--- config.mk ---
export PLATFORM = sky130hd
export DESIGN_NAME = bus_pin_control_bits
export DESIGN_NICKNAME = d
export VERILOG_FILES = /design/src/bus_pin_ctrl_pkg.sv /design/src/bus_pin_control_bits.sv
export SDC_FILE = /design/constraint.sdc
export NUM_CORES = 1
export LEC_CHECK = 0
export ABC_AREA = 1
export BUFFER_PORTS_ARGS = -buffer_cell sky130_fd_sc_hd__buf_2
export CORE_MARGIN = 3
export CORE_UTILIZATION = 36
export CTS_BUF_LIST = sky130_fd_sc_hd__clkbuf_16
export DETAILED_ROUTE_END_ITERATION = 6
export PLACE_DENSITY = 0.79
export SYNTH_ARGS = -nofsm -noshare
export SYNTH_HDL_FRONTEND = slang
export SYNTH_SLANG_ARGS = --single-unit
--- constraint.sdc ---
create_clock -name clk -period 1.2 [get_ports clk]
set_input_delay 0 -clock clk [delete_from_list [all_inputs] [get_ports clk]]
set_output_delay 0 -clock clk [all_outputs]
set_load 0.005 [all_outputs]
--- src/bus_pin_ctrl_pkg.sv ---
// Purpose: Shared constants for the bus pin control register bank
// Assumes: Wishbone classic, 32-bit data, byte addresses
// Notes: Only the low five bits of the common control word live here
package bus_pin_ctrl_pkg;
	localparam logic [7:0] CTRL_OFFSET = 8'h00;
	localparam int RESERVED_BIT = 4;
	localparam int BYTE_ORDER_BIT = 3;
	localparam int SEC_CLK_DRIVE_BIT = 2;
	localparam int MEM_FLOAT_BIT = 1;
	localparam int CLK_FLOAT_BIT = 0;
	localparam logic RESERVED_VALUE = 1'b1;
	localparam logic [2:0] RW_BITS_RESET = 3'h0;
	localparam logic [1:0] STRAP_SETTLE_CYCLES = 2'h2;
endpackage : bus_pin_ctrl_pkg

--- src/bus_pin_control_bits.sv ---
// Purpose: Byte-order strap capture and pin drive/float control
// Assumes: Standby and bus release come from logic on clk
// Notes: Bus clock pin is modelled as a toggle at half the clk rate
//        The strap is sampled once per reset, which stands in for power-on
//        Keeping clock pins driven for some clock modes is left to software
//        Unmapped addresses answer with zero and ignore writes
//
// Decided for this implementation: register access over Wishbone and the placing of the registers.
`timescale 1ns/1ps

// How it works
// - Bit 4 reads one, writes ignored
// - Strap latched after reset, read-only flag
// - Flag zero big-endian, one little-endian
// - One byte-order output for all spaces
// - Secondary clock low unless drive bit set
// - Memory pins float in standby unless set
// - Memory pins float whenever bus released
// - Clock pins float in standby or release unless clock float set
module bus_pin_control_bits #(
	parameter int ADDR_W = 8
) (
	input wire logic clk,
	input wire logic rst,
	input wire logic wb_cyc_i,
	input wire logic wb_stb_i,
	input wire logic wb_we_i,
	input wire logic [ADDR_W-1:0] wb_adr_i,
	input wire logic [3:0] wb_sel_i,
	input wire logic [31:0] wb_dat_i,
	output logic [31:0] wb_dat_o,
	output logic wb_ack_o,
	input wire logic byte_order_strap_pin,
	input wire logic standby,
	input wire logic bus_released,
	output logic little_endian,
	output logic bus_clock_pin,
	output logic secondary_clock_pin,
	output logic memory_pins_oe_n,
	output logic clock_pins_oe_n
);

	// Elaboration checks; the decoder compares the whole low byte
	if (ADDR_W < 8) begin : g_addr_narrow
		$error("ADDR_W must be at least 8");
	end
	if (ADDR_W > 32) begin : g_addr_wide
		$error("ADDR_W must be at most 32");
	end

	////////////////////////////////////////////////////////////////////////
	// Shared decoding

	// True when the byte address selects the control word
	function automatic logic ctrl_hit(input logic [ADDR_W-1:0] adr);
		logic [ADDR_W-1:0] ctrl;
		ctrl = ADDR_W'(bus_pin_ctrl_pkg::CTRL_OFFSET); // Upper address bits must be zero
		return adr == ctrl;
	endfunction : ctrl_hit

	// Active-low enable: float while cond holds, unless software keeps it driven
	function automatic logic float_n(input logic cond, input logic keep);
		return cond && !keep;
	endfunction : float_n

	////////////////////////////////////////////////////////////////////////
	// Strap capture: two-stage synchroniser, then one sample per reset
	typedef enum logic [1:0] {
		STRAP_SETTLING = 2'b01,
		STRAP_HELD = 2'b10
	} strap_state_e;

	logic strap_meta_q;
	logic strap_sync_q;
	logic [1:0] settle_q;
	logic [1:0] settle_d;
	strap_state_e strap_state_q;
	strap_state_e strap_state_d;
	logic order_q;
	logic order_d;

	// Strap capture waits for the synchroniser to fill after reset
	always_comb begin
		settle_d = settle_q;
		strap_state_d = strap_state_q;
		order_d = order_q;
		case (strap_state_q)
			STRAP_SETTLING: begin
				if (settle_q == bus_pin_ctrl_pkg::STRAP_SETTLE_CYCLES) begin
					strap_state_d = STRAP_HELD;
					order_d = strap_sync_q;
				end else begin
					settle_d = settle_q + 2'h1;
				end
			end
			STRAP_HELD: begin
				order_d = order_q; // Held until the next reset, writes cannot reach it
			end
			default: begin
				strap_state_d = STRAP_SETTLING;
			end
		endcase
	end

	// Strap state; the synchroniser is the only reader of the raw pin
	always_ff @(posedge clk or posedge rst) begin
		if (rst) begin
			strap_meta_q <= 1'b0;
			strap_sync_q <= 1'b0;
			settle_q <= 2'h0;
			strap_state_q <= STRAP_SETTLING;
			order_q <= 1'b0;
		end else begin
			strap_meta_q <= byte_order_strap_pin;
			strap_sync_q <= strap_meta_q;
			settle_q <= settle_d;
			strap_state_q <= strap_state_d;
			order_q <= order_d;
		end
	end

	////////////////////////////////////////////////////////////////////////
	// Register bus: writable bits and the registered answer
	logic [2:0] rw_q;
	logic [2:0] rw_d;
	logic ack_q;
	logic ack_d;
	logic [31:0] rdata_q;
	logic [31:0] rdata_d;
	logic req;
	logic hit;
	logic wr_en;
	logic [31:0] word;

	// Register view; reserved bit 4 reads one, bits above it read zero
	always_comb begin
		word = 32'h0000_0000;
		word[bus_pin_ctrl_pkg::RESERVED_BIT] = bus_pin_ctrl_pkg::RESERVED_VALUE;
		word[bus_pin_ctrl_pkg::BYTE_ORDER_BIT] = order_q;
		word[2:0] = rw_q;
	end

	// Single-cycle answer; unmapped addresses ack with zero data
	always_comb begin
		req = wb_cyc_i && wb_stb_i;
		hit = ctrl_hit(wb_adr_i);
		ack_d = req && !ack_q; // Falls after one cycle even if stb stays high
		wr_en = ack_d && hit && wb_we_i && wb_sel_i[0]; // Lane 0 holds every writable bit
		rw_d = rw_q;
		rdata_d = 32'h0000_0000;
		// Read data stands only in the answer cycle, zero otherwise
		if (ack_d && hit) begin
			rdata_d = word;
		end
		if (wr_en) begin
			rw_d = wb_dat_i[2:0]; // Bits 4 and 3 not writable
		end
	end

	// Bus state; control bits come up cleared
	always_ff @(posedge clk or posedge rst) begin
		if (rst) begin
			rw_q <= bus_pin_ctrl_pkg::RW_BITS_RESET;
			ack_q <= 1'b0;
			rdata_q <= 32'h0000_0000;
		end else begin
			rw_q <= rw_d;
			ack_q <= ack_d;
			rdata_q <= rdata_d;
		end
	end

	////////////////////////////////////////////////////////////////////////
	// Pin drive: modelled bus clock and the two active-low enables
	logic bclk_q;
	logic sclk_q;
	logic sclk_d;
	logic mem_oe_n_q;
	logic mem_oe_n_d;
	logic clk_oe_n_q;
	logic clk_oe_n_d;
	logic parked;

	// Pin drive; enables are active low, high means floating
	always_comb begin
		// Secondary clock copies the bus clock or sits low
		sclk_d = rw_q[bus_pin_ctrl_pkg::SEC_CLK_DRIVE_BIT] ? !bclk_q : 1'b0;
		mem_oe_n_d = float_n(standby, rw_q[bus_pin_ctrl_pkg::MEM_FLOAT_BIT]);
		if (bus_released) begin
			mem_oe_n_d = 1'b1; // Release overrides the float bit
		end
		// Modes 4-6 need software to set the clock float bit
		parked = standby || bus_released;
		clk_oe_n_d = float_n(parked, rw_q[bus_pin_ctrl_pkg::CLK_FLOAT_BIT]);
	end

	// Pin state; everything floats while reset holds
	always_ff @(posedge clk or posedge rst) begin
		if (rst) begin
			bclk_q <= 1'b0;
			sclk_q <= 1'b0;
			mem_oe_n_q <= 1'b1;
			clk_oe_n_q <= 1'b1;
		end else begin
			bclk_q <= !bclk_q;
			sclk_q <= sclk_d;
			mem_oe_n_q <= mem_oe_n_d;
			clk_oe_n_q <= clk_oe_n_d;
		end
	end

	// Bus outputs, each straight from a flop
	assign wb_dat_o = rdata_q;
	assign wb_ack_o = ack_q;

	// Pin outputs, each straight from a flop
	assign little_endian = order_q; // Single flag for all spaces
	assign bus_clock_pin = bclk_q;
	assign secondary_clock_pin = sclk_q;
	assign memory_pins_oe_n = mem_oe_n_q;
	assign clock_pins_oe_n = clk_oe_n_q;

endmodule : bus_pin_control_bits

==> impl_metrics.json <==
{
  "outcome": "completed",
  "place.gp.congestion": 0.670,
  "tns_ps": 0,
  "std_cell_rows": 18,
  "instances_no_fill": 170,
  "cpMaxStageDelayCell": "dlygate4sd3_1",
  "synthToLayoutAreaGrowth_pct": 25.7,
  "cp-end-kind": "register",
  "worst-setup-path-type": "in -> reg",
  "grt_max_degree": 21,
  "core_area_sq_um": 2500,
  "ys_seq_area_share_pct": 52.8,
  "synthFlopType": "dfrtp_1",
  "r2r_start": "rw_q[1]",
  "rsz0062_at_grt": "no",
  "vdd_ir_drop_max_mv": 0.963,
  "cts_buffer_depth": 2,
  "startpoint_type": "input pin",
  "synth_edf_count": 0,
  "track_usage_pct": 9.30,
  "path_max_fanout": 2,
  "hold_viol": 0,
  "period_share_pct": 95.2,
  "r2r_slack_ps": 60,
  "reg2reg_depth": 2,
  "avgSynthCellArea_sq_um": 9.45,
  "fin_util_pct": 48.0,
  "worstPathArrival_ps": 1320,
  "drv_cap": 0,
  "critPathMaxStageDelay_ps": 550,
  "overflow": 0,
  "synth_cells": 101,
  "avgViaCountPerCell": 3.95,
  "wl_per_cell_um": 9.21,
  "num_vias": 671,
  "fin_crit_ps": 1140,
  "grt_antenna_before_repair": 0,
  "max_freq_ghz": 0.875,
  "fillers": 242,
  "cp.required_ps": 1370,
  "cts_tree": "done",
  "ys_ff_latch": 20,
  "numCtsBuffers": 3,
  "finalNetCount": 194,
  "cts_setup_buffers": 0,
  "path_cells": "dlygate4sd3_1, buf_2, inv_1, o21ai_1, dlygate4sd3_1",
  "dp.cells": 161,
  "synth_top_cells_by_count": "27 x buf_4, 17 x dfrtp_1, 15 x nand2_1",
  "hold_class": "in -> reg",
  "clk_latency_ps": 250,
  "hold_slack_ps": 3.14,
  "r2r-end": "memory_pins_oe_n",
  "die_area_sq_um": 3310,
  "grt_pass1_vias": 609,
  "hold_end": "rw_q[1]",
  "grt_pass1_wl_um": 2380,
  "htree_levels": 1,
  "p_leak_nw": 0.685,
  "cts-root-buf": "clkbuf_16",
  "yosysWarnings": 0,
  "drcViolationCount": 0,
  "drv_slew": 0,
  "synth_cell_types": 17,
  "skew_ps": 2.64,
  "p_per_area_nw_per_um2": 1410,
  "setup_viol": 0,
  "layout-drive-gt1-share_pct": 30.0,
  "netlist_area_sq_um": 955,
  "wl_um": 1570,
  "yosysTopAreaCell": "dfrtp_1",
  "pre_cts_slack_ps": 88.3,
  "antenna_cells": 0,
  "start_util_pct": 38.2,
  "async_flop_share_pct": 100,
  "die_height_um": 57.5,
  "synthTopCellsByArea": "dfrtp_1 45%, buf_4 21%, dfstp_2 8.3%",
  "cts.clk_slew.worst_paths_ps": 50,
  "hpwl_um": 1250,
  "dr.pass1.iters": 3,
  "crit_path_frequent_cell": "dlygate4sd3_1",
  "min_path_cells": 3,
  "io_pins": 90,
  "drt_iter0_markers": 17,
  "die_w_um": 57.5,
  "synth_top_area_share_pct": 44.6,
  "synthMostInstantiatedCell": "buf_4",
  "numPortBuffers": 30,
  "ant_nets": 0,
  "worst_slack_ps": 57.7,
  "cts_sinks": 20,
  "holdCritStartpoint": "wb_dat_i[1]"
}
==> final cells by class <==
class	count	area, sq um	share of cell area [%]
clock inverter	1	30.0	2.50
multi-input combinational	66	293	24.4
sequential	20	504	42.0
timing repair buffer	36	208	17.3
tap	30	37.5	3.13
clock buffer	3	75.1	6.26
inverter	14	52.6	4.38
==> metrics by stage <==
| stage | total power, W | instance area (sq um) |
|---|---|---|
| 2_1_floorplan | 0.000815 | 1050 |
| 4_1_cts | 0.00170 | 1200 |
| 3_3_place_gp | 0.000794 | 1040 |
| 6_report | 0.00169 | 1200 |
| 3_5_place_dp | 0.000797 | 1040 |
| 5_1_grt | 0.00175 | 1200 |
==> flip-flops by register name, indices dropped and copies added, names as in the netlist <==
signal,count
wb_dat_o,5
rw_q,3
settle_q,2
strap_state_q,2
bus_clock_pin,1
clock_pins_oe_n,1
little_endian,1
memory_pins_oe_n,1
secondary_clock_pin,1
strap_meta_q,1
strap_sync_q,1
wb_ack_o,1
==> critical path: cells and delay by family <==
kind	cells	cell delay (ps)
AO/OA/AOI/OAI	1	50
buffers and inverters	4	1260
==> report_power, final <==
part           switching [W]  total (W)  internal (W)  leakage, nW
Sequential        0.00000469   0.000694      0.000689        0.246
Clock               0.000227   0.000887      0.000661       0.0511
Combinational      0.0000603   0.000106     0.0000456        0.388
==> how the worst max path moves through the flow <==
stage / startpoint / endpoint / slack, ps / cells after the start
after floorplan: strap_state_q[0] / settle_q[0] / 210 / 4
after global placement: strap_state_q[0] / settle_q[0] / 190 / 4
after detailed placement: strap_state_q[0] / settle_q[0] / 90 / 4
after CTS: rw_q[1] / memory_pins_oe_n / 50 / 2
after global routing: standby / memory_pins_oe_n / 3 / 5
final: standby / memory_pins_oe_n / 60 / 5
==> cell families after synthesis <==
family / count (synthesis) / share of synthesized area (%)
AND/OR/NAND/NOR: 33 / 15.7
XOR/XNOR: 1 / 0.918
flip-flops: 20 / 52.8
other: 1 / 0.393
buffers and inverters: 41 / 26.7
AO/OA/AOI/OAI: 4 / 2.10
adder cells (fa/ha/maj): 1 / 1.31
==> what timing repair did <==
| action | in CTS | in global routing |
|---|---|---|
| gates resized for setup | 0 | 1 |
| endpoints found under the setup margin | 0 | 1 |
| hold buffers | 5 | 0 |
| hold endpoints to repair | 20 | 0 |
==> layer usage <==
| metal | wire length (um) | vias to the layer above | GRT usage [%] | share of wire (%) |
|---|---|---|---|---|
| li1 | - | 328 | - | - |
| met2 | 816 | 42 | 16.8 | 52 |
| met3 | 201 | 4 | 3.17 | 13 |
| met4 | 25 | 0 | 4.97 | 1.6 |
| met1 | 522 | 297 | 9.27 | 33 |
| met5 | 0 | - | 0 | 0 |
==> cell usage in the layout, fill, tap and decap left out, drive strengths merged <==
master	Yosys	final
bufinv	0	1
nand4	3	3
xor2	1	1
dfrtp	17	17
o21ai	2	2
inv	14	14
nor2	13	13
ha	1	1
dlygate4sd3	0	5
clkbuf	0	3
nand2	16	16
conb	1	27
dfstp	3	3
nand3	1	1
buf	27	31
a21oi	2	2
No activity file was read; power rests on OpenSTA's default activity.
